**src/logic/dps_pkg.sv**
```systemverilog
// constants used by the channel scheduler; its per-channel state store does not import them
// assumes one clock domain; all counts are in scheduler clock cycles
package dps_pkg;

  // per-phase cycle counts of one triggered transaction
  localparam int unsigned SYNC_CYCLES = 3;        // trigger sync and priority decode
  localparam int unsigned START_CYCLES = 3;       // start engine, load channel config
  localparam int unsigned DESC_SINGLE_CYCLES = 4; // descriptor words, single transfer
  localparam int unsigned DESC_1D_CYCLES = 5;     // descriptor words, 1d transfer
  localparam int unsigned DESC_2D_CYCLES = 6;     // descriptor words, 2d transfer
  localparam int unsigned NEXT_PTR_CYCLES = 1;    // next-descriptor pointer
  localparam int unsigned DATA_CYCLES = 3;        // one element, source to destination

  // step counter width and transfer mode encodings
  localparam int unsigned STEP_W = 3;
  localparam int unsigned MODE_W = 2;
  localparam logic [1:0] MODE_SINGLE = 2'h0;
  localparam logic [1:0] MODE_1D = 2'h1;
  localparam logic [1:0] MODE_2D = 2'h2;

  // shared engine phases
  typedef enum logic [2:0] {
    DPS_IDLE,
    DPS_SYNC,
    DPS_START,
    DPS_DESC,
    DPS_NEXTP,
    DPS_DATA
  } dps_phase_e;

endpackage : dps_pkg

```
**src/logic/dps_chan_mem.sv**
```systemverilog
// per-channel state store: one entry of {descriptor loaded, elements left} per channel
// assumes a synchronous active-high reset; read data come out of a register
`timescale 1ns/1ps
module dps_chan_mem #(
  parameter int unsigned DEPTH = 4,
  parameter int unsigned WIDTH = 17,
  parameter int unsigned AW = 2
) (
  // clock and reset
  input wire logic clk,
  input wire logic rst,
  // write port
  input wire logic wr_en,
  input wire logic [AW-1:0] wr_addr,
  input wire logic [WIDTH-1:0] wr_data,
  // read port, one cycle latency
  input wire logic [AW-1:0] rd_addr,
  output logic [WIDTH-1:0] rd_data
);

  logic [WIDTH-1:0] mem [DEPTH];

  ////////////////////////////////////////////////////////////////////////////////
  // one dedicated state word per channel, cleared by reset so no entry is stale
  for (genvar i = 0; i < DEPTH; i++) begin : g_entry
    always_ff @(posedge clk) begin
      if (rst) begin
        mem[i] <= '0;
      end else if (wr_en && (wr_addr == AW'(i))) begin
        mem[i] <= wr_data;
      end
    end
  end

  // registered read
  always_ff @(posedge clk) begin
    if (rst) begin
      rd_data <= '0;
    end else begin
      rd_data <= mem[rd_addr];
    end
  end

endmodule : dps_chan_mem

```
**src/logic/dps_sched.sv**
```systemverilog
// multi-channel dma scheduler: trigger pending, priority pick, preemption and phase timing
// assumes the system bus arbiter outside answers BUS_REQ with BUS_GNT
//
// What this block does
// - the memory_dma_controller variant keeps each channel's state in its own storage entry.
// - the memory_dma_controller variant spends only sync and priority decode on a trigger that resumes retained state.
// - a channel waiting for its next trigger releases the engine to other pending channels.
// - a preempted channel stays pending for as long as any higher-priority channel runs.
// - the peripheral_dma variant refetches the descriptor every time a channel resumes.
// - the memory_dma_controller variant resumes from retained state with no descriptor fetch.
// - only channels marked preemptable may be preempted; others keep the engine until done or until they wait for a trigger.
// - starting the engine and loading channel config takes three cycles after sync.
// - descriptor load takes 4, 5 or 6 granted cycles by mode, then one for the next pointer.
// - each data element takes three granted cycles from source to destination.
`timescale 1ns/1ps
module dps_sched #(
  parameter int unsigned NCH = 4,            // channels in this block
  parameter int unsigned MASTER_PRIORITY_FIELD_W = 2,         // priority width, lower value wins
  parameter int unsigned CNT_W = 16,         // element count width
  parameter bit MEMORY_VARIANT = 1'b0        // 1: memory_dma_controller, 0: peripheral_dma
) (
  // clock and reset
  input wire logic CORE_CLK,
  input wire logic RESET,
  // per-channel setup
  input wire logic [NCH-1:0] CH_ENABLE,
  input wire logic [NCH-1:0] CH_PREEMPTABLE,
  input wire logic [NCH-1:0] CH_PER_TRIGGER,
  input wire logic [NCH*MASTER_PRIORITY_FIELD_W-1:0] CH_PRIORITY,
  input wire logic [NCH*dps_pkg::MODE_W-1:0] CH_MODE,
  input wire logic [NCH*CNT_W-1:0] CH_LENGTH,
  // triggers, one-cycle pulses
  input wire logic [NCH-1:0] TRIGGER,
  // system bus handshake
  input wire logic BUS_GNT,
  output logic BUS_REQ,
  output logic BUS_DESC_FETCH,
  // status
  output logic ACTIVE,
  output logic [$clog2(NCH)-1:0] ACTIVE_CH,
  output logic [NCH-1:0] CH_PENDING,
  output logic ELEM_DONE,
  output logic [NCH-1:0] CH_DONE
);

  localparam int unsigned CH_W = $clog2(NCH);
  localparam int unsigned MW = CNT_W + 1;
  localparam logic [dps_pkg::STEP_W-1:0] SYNC_LAST = 3'(dps_pkg::SYNC_CYCLES - 1);
  localparam logic [dps_pkg::STEP_W-1:0] START_LAST = 3'(dps_pkg::START_CYCLES - 1);
  localparam logic [dps_pkg::STEP_W-1:0] NEXTP_LAST = 3'(dps_pkg::NEXT_PTR_CYCLES - 1);
  localparam logic [dps_pkg::STEP_W-1:0] DATA_LAST = 3'(dps_pkg::DATA_CYCLES - 1);

  // parameter sanity
  if (NCH < 2 || NCH > 32 || MASTER_PRIORITY_FIELD_W < 1 || CNT_W < 2 || CNT_W > 30) begin : g_bad_param
    $error("dps_sched: unsupported NCH, MASTER_PRIORITY_FIELD_W or CNT_W");
  end

  typedef struct packed {
    dps_pkg::dps_phase_e phase;
    logic [dps_pkg::STEP_W-1:0] step;
    logic [CH_W-1:0] act;
    logic [CNT_W-1:0] remain;
    logic loaded;
    logic [NCH-1:0] pend;
    logic active;
    logic bus_req;
    logic fetch;
    logic elem_done;
    logic [NCH-1:0] ch_done;
  } dps_state_s;

  dps_state_s st;
  dps_state_s next_st;

  logic adv;
  logic [CH_W-1:0] best;
  logic hi_pend;
  logic [MASTER_PRIORITY_FIELD_W-1:0] act_master_priority_field;
  logic [dps_pkg::STEP_W-1:0] desc_last;
  logic [CH_W-1:0] rd_addr;
  logic [MW-1:0] rd_data;
  logic wr_en;
  logic [MW-1:0] wr_data;
  logic elem_fire;
  logic preempt_fire;

  ////////////////////////////////////////////////////////////////////////////////
  // priority decode: ties go to the lowest channel index
  always_comb begin
    logic found;
    logic [MASTER_PRIORITY_FIELD_W-1:0] bprio;
    found = 1'b0;
    bprio = '0;
    best = '0;
    hi_pend = 1'b0;
    act_master_priority_field = CH_PRIORITY[st.act*MASTER_PRIORITY_FIELD_W +: MASTER_PRIORITY_FIELD_W];
    for (int i = 0; i < NCH; i++) begin
      if (st.pend[i] && (!found || CH_PRIORITY[i*MASTER_PRIORITY_FIELD_W +: MASTER_PRIORITY_FIELD_W] < bprio)) begin
        found = 1'b1;
        bprio = CH_PRIORITY[i*MASTER_PRIORITY_FIELD_W +: MASTER_PRIORITY_FIELD_W];
        best = CH_W'(i);
      end
      if (st.pend[i] && CH_PRIORITY[i*MASTER_PRIORITY_FIELD_W +: MASTER_PRIORITY_FIELD_W] < act_master_priority_field) begin
        hi_pend = 1'b1;
      end
    end
  end

  // descriptor length of the active channel's mode
  always_comb begin
    case (CH_MODE[st.act*dps_pkg::MODE_W +: dps_pkg::MODE_W])
      dps_pkg::MODE_SINGLE: desc_last = 3'(dps_pkg::DESC_SINGLE_CYCLES - 1);
      dps_pkg::MODE_1D: desc_last = 3'(dps_pkg::DESC_1D_CYCLES - 1);
      default: desc_last = 3'(dps_pkg::DESC_2D_CYCLES - 1);
    endcase
  end

  // bus phases only advance on a granted cycle; the arbiter may stall any of them
  assign adv = st.bus_req & BUS_GNT;
  assign rd_addr = (st.phase == dps_pkg::DPS_IDLE) ? best : st.act;
  assign elem_fire = (st.phase == dps_pkg::DPS_DATA) && adv && (st.step == DATA_LAST);
  assign preempt_fire = elem_fire && (st.remain > CNT_W'(1)) && !CH_PER_TRIGGER[st.act] &&
                        CH_PREEMPTABLE[st.act] && hi_pend;

  // per-channel state store; the shared engine writes progress back on every release
  dps_chan_mem #(.DEPTH(NCH), .WIDTH(MW), .AW(CH_W)) u_mem (
    .clk(CORE_CLK),
    .rst(RESET),
    .wr_en(wr_en),
    .wr_addr(st.act),
    .wr_data(wr_data),
    .rd_addr(rd_addr),
    .rd_data(rd_data)
  );

  ////////////////////////////////////////////////////////////////////////////////
  // engine sequencing
  always_comb begin
    logic [NCH-1:0] clr;
    logic [NCH-1:0] set;
    logic [CNT_W-1:0] left;
    clr = '0;
    set = TRIGGER & CH_ENABLE;
    left = st.remain - CNT_W'(1);
    next_st = st;
    next_st.elem_done = 1'b0;
    next_st.ch_done = '0;
    wr_en = 1'b0;
    wr_data = '0;
    case (st.phase)
      dps_pkg::DPS_IDLE: begin
        if (|st.pend) begin
          next_st.act = best;
          clr[best] = 1'b1;
          next_st.phase = dps_pkg::DPS_SYNC;
          next_st.step = '0;
          next_st.active = 1'b1;
        end
      end
      dps_pkg::DPS_SYNC: begin
        if (st.step == SYNC_LAST) begin
          // a finished or never-started entry restarts from the programmed length
          if (rd_data[CNT_W] && rd_data[CNT_W-1:0] != '0) begin
            next_st.remain = rd_data[CNT_W-1:0];
            next_st.loaded = 1'b1;
          end else begin
            next_st.remain = CH_LENGTH[st.act*CNT_W +: CNT_W];
            next_st.loaded = 1'b0;
          end
          next_st.step = '0;
          if (MEMORY_VARIANT && next_st.loaded) begin
            next_st.phase = dps_pkg::DPS_DATA;
            next_st.bus_req = 1'b1;
            next_st.fetch = 1'b0;
          end else begin
            next_st.phase = dps_pkg::DPS_START;
          end
        end else begin
          next_st.step = st.step + 3'h1;
        end
      end
      dps_pkg::DPS_START: begin
        if (st.step == START_LAST) begin
          next_st.phase = dps_pkg::DPS_DESC;
          next_st.step = '0;
          next_st.bus_req = 1'b1;
          next_st.fetch = 1'b1;
        end else begin
          next_st.step = st.step + 3'h1;
        end
      end
      dps_pkg::DPS_DESC: begin
        if (adv) begin
          if (st.step == desc_last) begin
            next_st.phase = dps_pkg::DPS_NEXTP;
            next_st.step = '0;
          end else begin
            next_st.step = st.step + 3'h1;
          end
        end
      end
      dps_pkg::DPS_NEXTP: begin
        if (adv) begin
          if (st.step == NEXTP_LAST) begin
            next_st.phase = dps_pkg::DPS_DATA;
            next_st.step = '0;
            next_st.fetch = 1'b0;
            next_st.loaded = 1'b1;
          end else begin
            next_st.step = st.step + 3'h1;
          end
        end
      end
      dps_pkg::DPS_DATA: begin
        if (elem_fire) begin
          next_st.elem_done = 1'b1;
          next_st.step = '0;
          next_st.remain = left;
          if (st.remain <= CNT_W'(1)) begin
            // transfer complete: the entry is marked stale so a new trigger starts over
            next_st.ch_done[st.act] = 1'b1;
            wr_en = 1'b1;
          end else if (CH_PER_TRIGGER[st.act] || preempt_fire) begin
            // waiting for a trigger or preempted: hand the engine back, keep progress
            wr_en = 1'b1;
            wr_data = {1'b1, left};
            set[st.act] = set[st.act] | preempt_fire; // re-marks the preempted channel pending
          end
          // a non-preemptable channel simply keeps moving elements
          if (wr_en) begin
            next_st.phase = dps_pkg::DPS_IDLE;
            next_st.active = 1'b0;
            next_st.bus_req = 1'b0;
          end
        end else if (adv) begin
          next_st.step = st.step + 3'h1;
        end
      end
      default: begin
        next_st.phase = dps_pkg::DPS_IDLE;
        next_st.active = 1'b0;
        next_st.bus_req = 1'b0;
      end
    endcase
    // a trigger landing on the cycle its pending bit is taken is kept
    next_st.pend = (st.pend & ~clr) | set;
  end

  // state register
  always_ff @(posedge CORE_CLK) begin
    if (RESET) begin
      st <= '0;
    end else begin
      st <= next_st;
    end
  end

  // outputs, all straight from the state register
  assign BUS_REQ = st.bus_req;
  assign BUS_DESC_FETCH = st.fetch;
  assign ACTIVE = st.active;
  assign ACTIVE_CH = st.act;
  assign CH_PENDING = st.pend;
  assign ELEM_DONE = st.elem_done;
  assign CH_DONE = st.ch_done;

  logic in_sync;
  logic in_start;
  assign in_sync = (st.phase == dps_pkg::DPS_SYNC);
  assign in_start = (st.phase == dps_pkg::DPS_START);
endmodule : dps_sched

```
**config.mk**
```make
export PLATFORM = sky130hd
export DESIGN_NAME = dps_sched
export DESIGN_NICKNAME = d
export VERILOG_FILES = /design/src/logic/dps_pkg.sv /design/src/logic/dps_chan_mem.sv /design/src/logic/dps_sched.sv
export SDC_FILE = /design/constraint.sdc
export NUM_CORES = 1
export LEC_CHECK = 0
export BUFFER_PORTS_ARGS = -buffer_cell sky130_fd_sc_hd__buf_2
export CAP_MARGIN = 0
export CORE_ASPECT_RATIO = 1.25
export CORE_MARGIN = 8
export CORE_UTILIZATION = 58
export DETAILED_ROUTE_END_ITERATION = 10
export PLACE_DENSITY = 0.81
export SKIP_LAST_GASP = 1
export SYNTH_ARGS = -nofsm -noshare
export SYNTH_HDL_FRONTEND = slang
export SYNTH_HIERARCHICAL = 1
export SYNTH_SLANG_ARGS = --single-unit
```
**constraint.sdc**
```tcl
create_clock -name CORE_CLK -period 5 [get_ports CORE_CLK]
set_clock_uncertainty 0.1 [all_clocks]
set_input_delay 0.5 -clock CORE_CLK [delete_from_list [all_inputs] [get_ports CORE_CLK]]
set_output_delay 0.5 -clock CORE_CLK [all_outputs]
set_load 0.01 [all_outputs]
```
==> run_results.csv <==
group,metric,value,unit
synthesis,yosys.cell_count.top_type,"and2_1",
drt,drt_pre_antenna_iters,5,
status,status,"complete, no violations",
global_routing,grt_max_degree,46,
drt,routed_wl,19.8,mm
synthesis,synth_top_area_share,28.5,%
synthesis,syn_area_per_cell,10.5,um^2
drt,wl_per_cell,20.8,um
floorplan,start_util,59.2,%
floorplan,ios,113,
sta,setup-violations-final,0,
drt,drc,0,
place,hpwl,14.0,mm
floorplan,die_h,140,um
synthesis,yosys.area_share.simple,18.3,%
worst_setup_path,start_kind,"flop",
global_routing,grt_pass1_wl,31.0,mm
layout,syn_to_final_growth,15.3,%
clock_tree,htreeDepth,4,
worst_setup_path,end_kind,"flop",
layout,num_antenna_cells,0,
synthesis,yosysWarnings,6,
power_and_ir_drop,power_density,356,nW/um^2
place,io_buffer_count,112,
job,drv_cap,0,
clock_tree,holdBufCountCts,0,
synthesis,yosys-top-cells-count,"and2_1 (69), edfxtp_1 (68), nor2_1 (58)",
synthesis,synthesis.area,7170,um^2
sta,worst_pin_slew,0.905,ns
layout,drive_above_1_share,26.5,%
synthesis,synth-edff-count,68,
global_routing,grt_remaining_overflow,0,
place,globalplace.congestion,0.897,
synthesis,synth_fa_ha_area_share,2.10,%
clock_tree,clk_latency,0.41,ns
drt,antenna_left,0,
synthesis,synth_compound_area_share,14.5,%
synthesis,synth_top_family_by_area,"simple AND/OR/NAND/NOR gates",
drt,via_count,5854,
power_and_ir_drop,p_total,2.94,mW
sta,period_share,91.8,%
clock_tree,numClockSinks,121,
global_routing,antenna_found_initial,0,
worst_setup_path,worstPathMaxFanout,17,
worst_setup_path,worstSetupPathType,"reg2reg",
sta,fin_crit,4.59,ns
power_and_ir_drop,ir_worst_vdd,0.000193,V
floorplan,chipWidth,115,um
synthesis,synth_seq_area_share,43.3,%
synthesis,synth_flop_cell,"edfxtp_1",
synthesis,synthTopCellsByArea,"edfxtp_1 (28%), dfxtp_1 (15%), mux2i_1 (7.1%)",
sta,rsz0062_at_grt,"false",
clock_tree,cts-root-buf,"clkbuf_16",
synthesis,synthMuxAreaShare,14.2,%
floorplan,num_rows,45,
layout,fin_nets,884,
sta,slew_headroom,39.7,%
worst_hold_path,hp-class,"in2reg",
clock_tree,clk_pin_slew,0.06,ns
synthesis,yosys.area.top_type,"edfxtp_1",
clock_tree,cts_tree,"yes",
synthesis,synth_nets,792,
synthesis,synthArstFlopShare,0,%
synthesis,netlist_instances,681,
synthesis,synthXorXnorAreaFrac,1.47,%
drt,drt-vias-per-instance,6.16,
sta,fmax,0.218,GHz
sta,fin_tns_setup,0,ns
sta,slew_violations,0,
synthesis,ys_ff_latch,121,
synthesis,synth_cell_types,71,
clock_tree,numCtsBuffers,17,
sta,hold_violations,0,
worst_setup_path,crit_arrival,4.82,ns
clock_tree,cts_resized,0,
sta,hold_ws,0.245,ns
worst_setup_path,required,5.23,ns
drt,drt_iter0_drc,508,
power_and_ir_drop,power.leakage,3.22,nW
floorplan,dieArea,16200,um^2
clock_tree,post_cts_buffers,0,
global_routing,grt_util_all_layers,24.8,%
clock_tree,cts_buffer_depth,2,
global_routing,grt_pass1_vias,6017,
floorplan,core,12100,um^2
routing by layer:
layer / global-route usage [%] / routed length, um / vias up
li1: - / - / 2717
met1: 27.8 / 7490 / 2810
met2: 43.9 / 10500 / 277
met3: 4.65 / 1210 / 50
met4: 11.3 / 605 / 0
met5: 0 / 0 / -
worst max-delay path, cell delays in order (launching register included):
cell	delay, ns
dfxtp_1	0.36
nand2_1	0.07
ha_1	0.29
a21oi_1	0.12
o21ai_0	0.10
buf_4	0.18
a31oi_1	0.22
ha_1	0.28
o31ai_1	0.35
a21o_1	0.20
mux2_2	0.35
ha_1	0.27
nor2_1	0.04
a21oi_1	0.15
a2bb2oi_1	0.22
nand2_1	0.14
o21ai_1	0.18
o21ai_0	0.17
or2_1	0.27
buf_4	0.22
o22ai_1	0.22
worst paths after layout:
check / startpoint / to / slack (ns) / depth (start not counted)
setup / recovery: CH_PENDING[0] / u_mem/rd_data[13] / 0.41 / 20
hold / removal: CH_ENABLE[0] / CH_PENDING[0] / 0.24 / 3
setup reg to reg: CH_PENDING[0] / u_mem/rd_data[13] / 0.41 / 20
hold reg to reg: BUS_DESC_FETCH / BUS_DESC_FETCH / 0.39 / 2
area by class of cell:
| cell class | instances | area, um^2 |
|---|---|---|
| timing repair buffer | 123 | 656 |
| multi-input combinational | 486 | 3630 |
| inverter | 24 | 90.1 |
| fill | 890 | 3840 |
| tap | 164 | 205 |
| clock buffer | 19 | 433 |
| sequential | 121 | 3110 |
| clock inverter | 13 | 145 |
cells in the final DEF, fill, tap and decap left out, drive strengths merged, types with 6 or more instances in the layout:
cell type	n
nor2	58
o31ai	6
clkbuf	19
mux2i	51
ha	12
o21ai	30
buf	123
nand3	12
mux4	21
and2	69
nand2b	8
a21oi	32
o22ai	18
dfxtp	53
nor3	16
edfxtp	68
nand2	43
nor4	8
clkinv	6
xnor2	11
a211oi	7
inv	26
flip-flops by register name, indices dropped and copies added (netlist names):
register / cells
BUS_DESC_FETCH: 1
st: 22
u_mem/rd_data: 17
ACTIVE_CH: 2
ACTIVE: 1
u_mem/mem: 68
CH_DONE: 4
BUS_REQ: 1
ELEM_DONE: 1
CH_PENDING: 4
cell families after synthesis:
| logic type | count (synthesis) |
|---|---|
| buffers and inverters | 74 |
| muxes | 75 |
| AOI/OAI and AO/OA | 144 |
| DFF | 121 |
| and+or+nand+nor | 243 |
| adders and majority gates | 12 |
| xor gates and xnor gates | 12 |
stage by stage:
stage	instances	setup WS, ns	utilization (%)	area (um^2)
floorplan	681	0.560	-	7170
global placement	918	0.326	63.5	7690
detailed placement	918	0.131	63.5	7690
CTS	950	0.391	68.3	8260
global route	950	0.0821	68.3	8260
finish	950	0.408	68.3	8260
power breakdown:
part	total, mW	internal [mW]	switching, mW
registers	1.15	1.10	0.0471
logic	0.598	0.268	0.330
clock network	1.19	0.736	0.458
total	2.94	2.11	0.835
No activity file was read; power rests on OpenSTA's default activity.
